[src/hw/sdg_pkg.sv]
// shared constants for the four channel step and direction generator
package sdg_pkg;
   localparam int SDG_CHANNELS = 4;
   localparam int SDG_NUM_OUT = 14;
   localparam int SDG_NUM_IN = 16;
   localparam int SDG_CLK_HZ = 40000000;
   // timing tick and ceiling, in nanoseconds
   localparam int SDG_TICK_NS = 1600;
   localparam int SDG_TMAX_NS = 49600;
   localparam int SDG_CLK_NS = 25;
   localparam int SDG_TICK_CYC = (SDG_TICK_NS + SDG_CLK_NS - 1) / SDG_CLK_NS;
   localparam int SDG_TMAX_TICKS = SDG_TMAX_NS / SDG_TICK_NS;
   localparam int SDG_TW = 5;
   localparam int SDG_TICKW = 7;
   // highest step rate 312.5 kHz: 128 clock cycles per step
   localparam int SDG_MIN_STEP_CYC = 128;
   localparam int SDG_RATE_W = 32;
   localparam int SDG_POS_W = 32;
   localparam logic [SDG_TW-1:0] SDG_TMAX = 5'h1f;
   localparam logic [SDG_TICKW-1:0] SDG_TICK_LAST = 7'h3f;
   typedef enum logic [3:0] {
      SDG_IDLE = 4'h1,
      SDG_HIGH = 4'h2,
      SDG_SPACE = 4'h4,
      SDG_DIRW = 4'h8
   } sdg_state_t;
endpackage

[src/hw/sdg_channel.sv]
// one step and direction channel with phase accumulator and position count
module sdg_channel
   import sdg_pkg::*;
(
   // clock and control
   input wire logic sys_clk,
   input wire logic nrst,
   input wire logic ce,
   input wire logic tick,
   // shared timing in ticks
   input wire logic [sdg_pkg::SDG_TW-1:0] len_ticks,
   input wire logic [sdg_pkg::SDG_TW-1:0] space_ticks,
   input wire logic [sdg_pkg::SDG_TW-1:0] dir_ticks,
   // rate command
   input wire logic rate_load,
   input wire logic [sdg_pkg::SDG_RATE_W-1:0] rate_in,
   input wire logic heading_in,
   // outputs
   output logic pulse_out,
   output logic heading_out,
   output logic [sdg_pkg::SDG_POS_W-1:0] position
);
   import sdg_pkg::*;

   typedef struct packed {
      sdg_state_t st;
      logic [SDG_RATE_W-1:0] rate;
      logic want_dir;
      logic [SDG_RATE_W-1:0] acc;
      logic pending;
      logic [SDG_TW:0] cnt;
      logic [SDG_TW:0] hold;
      logic pulse;
      logic dir;
      logic [SDG_POS_W-1:0] pos;
   } sdg_ch_t;

   sdg_ch_t s, next_s;
   logic [SDG_RATE_W:0] sum;

   always_comb begin
      next_s = s;
      sum = {1'b0, s.acc} + {1'b0, s.rate};
      if (rate_load) begin // [RULE6]
         next_s.rate = rate_in;
         next_s.want_dir = heading_in;
      end
      next_s.acc = sum[SDG_RATE_W-1:0];
      // a step request waits here while timing guards run
      if (sum[SDG_RATE_W])
         next_s.pending = 1'b1;
      if (tick && s.cnt != '0)
         next_s.cnt = s.cnt - 1'b1;
      // direction hold runs from the falling step edge, beside the space count
      if (tick && s.hold != '0)
         next_s.hold = s.hold - 1'b1;
      case (s.st)
         SDG_IDLE: begin
            if (s.want_dir != s.dir) begin
               // no step in the old heading while the hold time runs
               if (s.hold == '0) begin
                  next_s.dir = s.want_dir; // [RULE11]
                  next_s.cnt = {1'b0, dir_ticks} + 1'b1; // [RULE4]
                  next_s.st = SDG_DIRW;
               end
            end else if (s.pending) begin
               next_s.pending = sum[SDG_RATE_W];
               next_s.pulse = 1'b1;
               next_s.cnt = {1'b0, len_ticks} + 1'b1; // [RULE2]
               next_s.pos = s.dir ? s.pos + 1'b1 : s.pos - 1'b1; // [RULE10]
               next_s.st = SDG_HIGH;
            end
         end
         SDG_HIGH: begin
            if (s.cnt == '0) begin
               next_s.pulse = 1'b0;
               next_s.cnt = {1'b0, space_ticks} + 1'b1; // [RULE2]
               next_s.hold = {1'b0, dir_ticks} + 1'b1; // [RULE4]
               next_s.st = SDG_SPACE;
            end
         end
         SDG_SPACE: if (s.cnt == '0) next_s.st = SDG_IDLE; // [RULE11]
         SDG_DIRW: if (s.cnt == '0) next_s.st = SDG_IDLE; // [RULE11]
         default: next_s.st = SDG_IDLE;
      endcase
   end

   always_ff @(posedge sys_clk) begin
      if (!nrst) begin
         s <= '0;
         s.st <= SDG_IDLE;
      end else if (ce) begin
         s <= next_s;
      end
   end

   assign pulse_out = s.pulse;
   assign heading_out = s.dir;
   assign position = s.pos;
endmodule

[src/hw/sdg_top.sv]
// four channel step and direction generator with dedicated inputs and outputs
// Functional notes
// RULE1 - four independent channels each drive a step and a direction output, up to 312.5 kHz.
// RULE2 - minimum step length, step space and direction time are enforced on every channel.
// RULE3 - each timing setting rounds up to a whole 1.6 us tick and is capped at 49.6 us.
// RULE4 - one direction time covers both setup and hold; the host gives the larger of the two.
// RULE5 - one shared set of timings applies to all four channels.
// RULE6 - each channel takes its new step rate at its own moment.
// RULE7 - the 14 dedicated outputs change together in one update.
// RULE8 - the 16 dedicated inputs are captured together in one latch event.
// RULE9 - each channel's feedback position is captured at its own moment.
// RULE10 - position counts up for forward steps and down for reverse steps.
// RULE11 - direction changes only after step space, and the next step waits the direction time.
module sdg_top
   import sdg_pkg::*;
#(
   parameter int CHANNELS = sdg_pkg::SDG_CHANNELS
)(
   // clock, reset, enable
   input wire logic sys_clk,
   input wire logic nrst,
   input wire logic ce,
   // shared timing, in ticks of 1.6 us, host side already rounded up
   input wire logic [sdg_pkg::SDG_TW-1:0] len_set,
   input wire logic [sdg_pkg::SDG_TW-1:0] space_set,
   input wire logic [sdg_pkg::SDG_TW-1:0] dir_set,
   // per channel rate command
   input wire logic [CHANNELS-1:0] rate_load,
   input wire logic [CHANNELS*sdg_pkg::SDG_RATE_W-1:0] rate_in,
   input wire logic [CHANNELS-1:0] heading_in,
   // per channel position capture
   input wire logic [CHANNELS-1:0] pos_capture,
   output logic [CHANNELS*sdg_pkg::SDG_POS_W-1:0] pos_latched,
   // dedicated io
   input wire logic out_load,
   input wire logic [sdg_pkg::SDG_NUM_OUT-1:0] out_value,
   input wire logic in_capture,
   input wire logic [sdg_pkg::SDG_NUM_IN-1:0] dedicated_input_n,
   output logic [sdg_pkg::SDG_NUM_IN-1:0] in_latched,
   output logic [sdg_pkg::SDG_NUM_OUT-1:0] dedicated_output_n,
   // motor pins
   output logic [CHANNELS-1:0] pulse_out_n,
   output logic [CHANNELS-1:0] heading_out_n
);
   import sdg_pkg::*;

   // pin map and position bus serve one to four channels only
   if (CHANNELS < 1 || CHANNELS > SDG_CHANNELS) begin : gen_bad_channels
      $error("sdg_top: CHANNELS out of range");
   end

   typedef struct packed {
      logic [SDG_TICKW-1:0] pre;
      logic tick;
      logic [SDG_TW-1:0] len;
      logic [SDG_TW-1:0] space;
      logic [SDG_TW-1:0] dirt;
      logic [SDG_NUM_IN-1:0] sync1;
      logic [SDG_NUM_IN-1:0] sync2;
      logic [SDG_NUM_IN-1:0] sync3;
      logic [SDG_NUM_IN-1:0] inl;
      logic [SDG_NUM_OUT-1:0] outs;
      logic [CHANNELS*SDG_POS_W-1:0] posl;
   } sdg_top_t;

   sdg_top_t r, next_r;
   logic [CHANNELS-1:0] ch_pulse;
   logic [CHANNELS-1:0] ch_dir;
   logic [CHANNELS*SDG_POS_W-1:0] ch_pos;

   // clamp a setting to the ceiling
   function automatic logic [SDG_TW-1:0] cap(input logic [SDG_TW-1:0] v);
      cap = (v > SDG_TMAX) ? SDG_TMAX : v; // [RULE3]
   endfunction

   always_comb begin
      next_r = r;
      // 1.6 us tick from the 40 MHz clock
      next_r.tick = (r.pre == SDG_TICK_LAST); // [RULE3]
      next_r.pre = next_r.tick ? '0 : r.pre + 1'b1;
      // settings shared by all channels, a single register set
      next_r.len = cap(len_set); // [RULE5]
      next_r.space = cap(space_set);
      next_r.dirt = cap(dir_set);
      next_r.sync1 = dedicated_input_n;
      next_r.sync2 = r.sync1;
      next_r.sync3 = r.sync2;
      // only bits on which stages two and three agree move into the latch
      if (in_capture)
         next_r.inl = (r.sync2 & r.sync3) | (r.inl & (r.sync2 | r.sync3)); // [RULE8]
      if (out_load)
         next_r.outs = out_value; // [RULE7]
      for (int i = 0; i < CHANNELS; i++) begin
         if (pos_capture[i])
            next_r.posl[i*SDG_POS_W +: SDG_POS_W] = ch_pos[i*SDG_POS_W +: SDG_POS_W]; // [RULE9]
      end
   end

   always_ff @(posedge sys_clk) begin
      if (!nrst)
         r <= '0;
      else if (ce)
         r <= next_r;
   end

   // channels count ticks against the same shared settings
   genvar g;
   generate
      for (g = 0; g < CHANNELS; g++) begin : gen_ch
         sdg_channel u_ch (
            .sys_clk(sys_clk),
            .nrst(nrst),
            .ce(ce),
            .tick(r.tick),
            .len_ticks(r.len),
            .space_ticks(r.space),
            .dir_ticks(r.dirt),
            .rate_load(rate_load[g]),
            .rate_in(rate_in[g*SDG_RATE_W +: SDG_RATE_W]),
            .heading_in(heading_in[g]),
            .pulse_out(ch_pulse[g]), // [RULE1]
            .heading_out(ch_dir[g]),
            .position(ch_pos[g*SDG_POS_W +: SDG_POS_W])
         );
      end
   endgenerate

   assign pulse_out_n = ch_pulse;
   assign heading_out_n = ch_dir;
   assign pos_latched = r.posl;
   assign in_latched = r.inl;
   assign dedicated_output_n = r.outs;
endmodule

[config.mk]
export PLATFORM = sky130hd
export DESIGN_NAME = sdg_top
export DESIGN_NICKNAME = d
export VERILOG_FILES = /design/src/hw/sdg_pkg.sv /design/src/hw/sdg_channel.sv /design/src/hw/sdg_top.sv
export SDC_FILE = /design/constraint.sdc
export NUM_CORES = 2
export LEC_CHECK = 0
export BUFFER_PORTS_ARGS = -buffer_cell sky130_fd_sc_hd__clkbuf_2
export CAP_MARGIN = 25
export CORE_MARGIN = 3
export CORE_UTILIZATION = 33
export CTS_CLUSTER_SIZE = 8
export DETAILED_ROUTE_END_ITERATION = 16
export PLACE_DENSITY = 0.56
export SYNTH_ARGS = -nofsm -noshare
export SYNTH_HDL_FRONTEND = slang
export SYNTH_HIERARCHICAL = 1
export SYNTH_SLANG_ARGS = --single-unit
[constraint.sdc]
create_clock -name sys_clk -period 4.8 [get_ports sys_clk]
set_clock_uncertainty 0.1 [all_clocks]
set_input_delay 0.96 -clock sys_clk [delete_from_list [all_inputs] [get_ports sys_clk]]
set_output_delay 0.96 -clock sys_clk [all_outputs]
set_load 0.01 [all_outputs]
**Word-level counts from Yosys, hierarchy flattened**

Index checks and enable logic that the tools add are counted.

- Bits in registers: 693
- Input bits: 190
- Output and inout bits: 166
- Word-level logic and storage cells: 280

- $add $sub $neg: 24
- $lt $le $gt $ge: 3
- Eq/ne operators: 45
- Mux-type cells: 88
- Bitwise gates (word level): 8
- Reductions and logical operators: 58

Operators by type and width:

| kind | number |
|---|---|
| $add 32x32->33 | 4 |
| $add 32x1->32 const B | 4 |
| $mux 32 | 4 |
| $sub 32x1->32 const B | 4 |
| $mux 6 | 20 |
| $mux 4 | 20 |
| $mux 13 | 4 |
| $logic_not 6->1 | 8 |
| $pmux 4 s3 | 4 |
| $pmux 6 s2 | 4 |
| $reduce_bool 6->1 | 8 |
| $sub 6x1->6 const B | 8 |
| $reduce_and 5->1 | 8 |
| $mux 7 | 5 |
| $and 16x16->16 | 2 |
| $or 16x16->16 | 2 |
| $reduce_and 4->1 | 8 |
| $ne 2x1->1 const B | 12 |
| $mux 1 | 20 |
| $reduce_and 2->1 | 10 |
| $add 5x1->6 const B | 3 |
| $eq 4x1->1 const B | 4 |
| $eq 4x2->1 const B | 4 |
| $eq 4x3->1 const B | 4 |
| 14 further kinds | 52 |

**Longest topological paths before layout**

- Depth in word-level cells: 6
- Depth in mapped cells: 12
- Mapped depth without buffers: 12

**Modules after synthesis**

The synthesis kept the hierarchy.

Modules (own cells, without submodules):

| module | times used | cells an instance | area each (µm²) | seq. area each (µm²) |
|---|---|---|---|---|
| sdg_top | 1 | 1113 | 9370.2 | 4584.4 |
| sdg_channel (gen_ch[3].u_ch) | 1 | 1073 | 8279.2 | 2322.2 |
| sdg_channel (gen_ch[2].u_ch) | 1 | 1064 | 8219.1 | 2322.2 |
| sdg_channel (gen_ch[0].u_ch) | 1 | 1042 | 8141.6 | 2322.2 |
| sdg_channel (gen_ch[1].u_ch) | 1 | 1040 | 8089.0 | 2322.2 |

**Worst setup path after synthesis**

OpenSTA, ideal clock, no wires.

- Kind: register to register
- From: register gen_ch[0].u_ch.s, in the netlist gen_ch[0].u_ch/heading_out
- To: register gen_ch[0].u_ch.s, in the netlist gen_ch[0].u_ch/position[26]
- Setup time: 0.115 ns
- Arrival: 3.242 ns
- Data required time: 4.585 ns
- Slack: 1.343 ns
- Stages on the path, launching flop included: 13
- Buffers on the path: 0
- Clock period less this slack: 3.457 ns
- Cell sequence: dfxtp_1 inv_1 ha_1 a21oi_1 o21ai_1 a211o_1 o211ai_1 o21ai_1 a41o_1 a21bo_2 a211oi_1 o21ai_0 and2_1

- Longest elaborated chain between the ends: 3
- Elaborated cells on any way between the ends: 4
- Those cells by class: eq/ne: 1; mux: 1; bitwise: 1; reduce/logical: 1

Ends and longest elaborated chain:

| item | line | source |
|---|---|---|
| start, declared | sdg_channel.sv:38 | `sdg_ch_t s, next_s;` |
| start signal, assigned | sdg_channel.sv:93 | `s <= next_s;` |
| $ne 1x1->1 | sdg_channel.sv:59 | `if (s.want_dir != s.dir) begin` |
| $not 1->1 (no source line) | n/a |  |
| $reduce_and 4->1 (no source line) | n/a |  |

Parallel ways exist; a longest one is shown, timed or not.
A chain may end at the register's enable or synchronous reset.

**Worst setup path in the final report**

Same ends and word-level chain as after synthesis.

==> flow_metrics.py <==
metrics = {
    "run_status": {
        "status": "completed",
    },
    "logic_synthesis": {
        "ys_types": 104,
        "yosysSeqAreaShare_pct": 33.0,
        "yosysWarnings": 6,
        "synth_top_area_share_pct": 33.0,
        "syn_avg_cell_area_um2": 7.90,
        "syn_inst": 5332,
        "netlist_area_um2": 42100,
        "synth_edf_count": 0,
        "synth.largest_area_cell": "dfxtp_1",
        "syn-num-nets": 5803,
        "synthArstFlopShare_pct": 0,
        "synthFlopType": "dfxtp_1",
        "synth-seq-cells": 693,
        "ys_top_cells_by_area": "dfxtp_1 33%, nand2_1 8.3%, ha_1 8.1%",
    },
    "sta": {
        "final-setup-viol-count": 0,
        "fin_hold_ws_ns": 0.349,
        "slew_headroom_pct": 31.1,
        "period_needed_ns": 3.73,
        "finalHoldViolations": 0,
        "max_freq_mhz": 268,
        "rsz0062_at_grt": "no",
        "worst_slew_pin_slew_ns": 1.03,
        "min_period_over_period_pct": 77.7,
        "timing.setup.tns_ns": 0,
        "maxSlewViolCount": 0,
    },
    "cts": {
        "path_clk_slew_ns": 0.05,
        "cts-root-buf": "clkbuf_16",
        "insertion_delay_ns": 0.70,
        "ctsLongestPathBuffers": 3,
        "htree_levels": 3,
        "postCtsSetupRepairBufs": 0,
        "clock-sinks": 693,
        "cts.repair.resized": 0,
        "cts_made_buffers": 100,
        "cts_tree": "built",
        "ctsHoldBuffers": 0,
    },
    "grt": {
        "grt_use_total_pct": 16.7,
        "overflow": 0,
        "grt_max_degree": 148,
        "grt_pass1_vias": 34800,
        "grt_pass1_wl_um": 182000,
        "antenna_found_initial": 13,
    },
    "flow_run": {
        "cap_violations": 0,
    },
    "placed_design": {
        "placed_cells": 6857,
        "portBuffers": 355,
        "dpl.hpwl_um": 80000,
        "gp_congestion": 0.858,
    },
    "route": {
        "route.detailed.drc": 0,
        "routed_wirelength_um": 113000,
        "ant_nets": 0,
        "post_drt_wl_per_cell_um": 16.2,
        "dr.pass1.iters": 5,
        "drt_iter0_drc": 1921,
        "dr_total_vias": 36200,
        "vias_per_cell": 5.17,
    },
    "floorplanning": {
        "boundaryPins": 356,
        "die-area_um2": 132000,
        "core-area_um2": 126000,
        "die_x_um": 363,
        "initial_core_util_pct": 33.4,
        "fp-row-count": 130,
        "die_h_um": 363,
    },
    "finish": {
        "fin_nets": 5782,
        "area_growth_pct": 9.54,
        "drive_above_1_share_pct": 11.3,
        "fillCellCount": 13100,
        "instances_no_fill": 6999,
    },
    "worst_setup_path": {
        "crit_type": "reg2reg",
        "worstPathRequired_ns": 5.27,
        "arrival_ns": 4.20,
        "crit_fanout": 23,
        "cp-start-kind": "flip-flop",
        "worst_setup_path_end_kind": "flip-flop",
        "cp_slowest_cell": "inv_1",
        "slowest_delay_ns": 0.40,
        "cp.buffers_inverters": 2,
        "path_delay_family": "compound AO/OA/AOI/OAI gates",
        "worstPathCellList": "inv_1, buf_4, ha_1, a21o_1, a211o_1, o211ai_1, o21ai_1, a41o_1, a21bo_2, a211oi_1, o21ai_0, and2_1",
        "rrSetupSlack_ns": 1.07,
    },
    "hold_path": {
        "holdCritPathClass": "reg2reg",
    },
    "power_and_ir_drop": {
        "peakVddDrop_uv": 267,
        "power_density_nw_per_um2": 299,
        "leakagePower_nw": 19.8,
    },
}
==> layer usage <==
| layer | GRT usage, % | routed length, µm | vias to the layer above |
|---|---|---|---|
| li1 | - | - | 18500 |
| met1 | 21.6 | 53800 | 16900 |
| met2 | 27.5 | 51000 | 639 |
| met3 | 3.51 | 5560 | 171 |
| met4 | 5.38 | 3120 | 10 |
| met5 | 0 | 62 | - |
==> flip-flops by register name (all words and copies together) (netlist names) <==
register,count
pos_latched,128
next_r,32
gen_ch.u_ch/s,328
gen_ch.u_ch/pulse_out,4
gen_ch.u_ch/position,128
gen_ch.u_ch/heading_out,4
in_latched,16
dedicated_output_n,14
r,39
==> power breakdown <==
group / switching (mW) / total (mW) / internal (mW)
Combinational: 0.763 / 1.24 / 0.474
Clock: 2.61 / 6.51 / 3.90
Sequential: 0.141 / 6.06 / 5.92
Total: 3.52 / 13.8 / 10.3
==> cells in the mapped netlist (35+ instances only) <==
library cell	number
ha_1	273
nor3_1	64
xnor2_1	135
o211ai_1	38
a21o_1	135
o21a_1	35
buf_4	287
nand3_1	165
nor2_1	351
dfxtp_1	693
nand4_1	49
buf_2	46
a31oi_1	52
a211oi_1	55
mux2i_1	157
a21oi_1	654
o21ai_0	200
or3_1	39
nand2b_1	37
nor2b_1	36
xor2_1	83
inv_1	92
and3_1	57
nand2_1	928
o21ai_1	41
clkbuf_1	165
==> through the flow <==
stage | utilization [%] | setup slack, ns | total power, mW | instance area [µm²]
global placement | 34.3 | 1.16 | 7.39 | 43200
finish | 36.6 | 1.07 | 13.8 | 46100
global route | 36.6 | 0.763 | 14.5 | 46100
detailed placement | 34.3 | 1.11 | 7.42 | 43300
floorplan | - | 1.34 | 7.03 | 42100
CTS | 36.5 | 1.09 | 14.1 | 46100
==> final timing paths <==
| path | from | end | cells past startpoint |
|---|---|---|---|
| min reg2reg | dedicated_output_n[0] | dedicated_output_n[0] | 2 |
| max reg2reg | gen_ch[0].u_ch/heading_out | gen_ch[0].u_ch/position[26] | 12 |
| min | dedicated_output_n[0] | dedicated_output_n[0] | 2 |
| max | gen_ch[0].u_ch/heading_out | gen_ch[0].u_ch/position[26] | 12 |
==> cells by family after synthesis <==
| logic type | synth area share, % |
|---|---|
| flip-flops | 33.0 |
| multiplexers | 3.81 |
| XOR/XNOR | 4.54 |
| AO/OA/AOI/OAI | 21.9 |
| AND/OR/NAND/NOR | 19.8 |
| buffers and inverters | 8.50 |
| adder cells (fa/ha/maj) | 8.49 |
==> cells in the final DEF (no fill, tap or decap), types with 13 or more instances in the layout <==
cell       instances
or3_1             39
xnor2_1          135
clkbuf_1          20
o31ai_1           31
nor3b_1           14
and2_1            27
xor2_1            83
ha_1             273
o31a_1            13
o21bai_1          26
nand2b_1          37
buf_4             53
and3_1            57
a31oi_1           52
nand3b_1          18
o211ai_1          38
a21o_1           135
nand4_1           49
dfxtp_1          693
clkbuf_2         353
o21ai_1           41
a21oi_1          654
a211oi_1          55
nor3_1            63
nand2_1          928
o22ai_1           13
nor2_1           351
nor2b_1           36
o221ai_1          14
inv_1             88
a21boi_0          18
mux2i_1          157
a221oi_1          16
o21a_1            35
nand3_1          165
o21ai_0          200
nand4b_1          13
clkbuf_16        103
==> worst reg2reg max path, cell delays in order (launching register included) <==
cell,delay [ns]
dfxtp_1,0.36
inv_1,0.40
buf_4,0.38
ha_1,0.35
a21o_1,0.22
a211o_1,0.23
o211ai_1,0.28
o21ai_1,0.19
a41o_1,0.34
a21bo_2,0.23
a211oi_1,0.25
o21ai_0,0.13
and2_1,0.16
==> cell type report <==
class | count | area, µm² | area share, %
Timing Repair Buffer | 415 | 2340 | 5.07
Clock inverter | 4 | 60.1 | 0.130
Clock buffer | 129 | 2740 | 5.93
Inverter | 95 | 368 | 0.798
Sequential cell | 693 | 13900 | 30.1
Tap cell | 1650 | 2060 | 4.48
Antenna cell | 7 | 17.5 | 0.0380
Multi-Input combinational cell | 4006 | 24700 | 53.5
No activity file was read; power rests on OpenSTA's default activity.
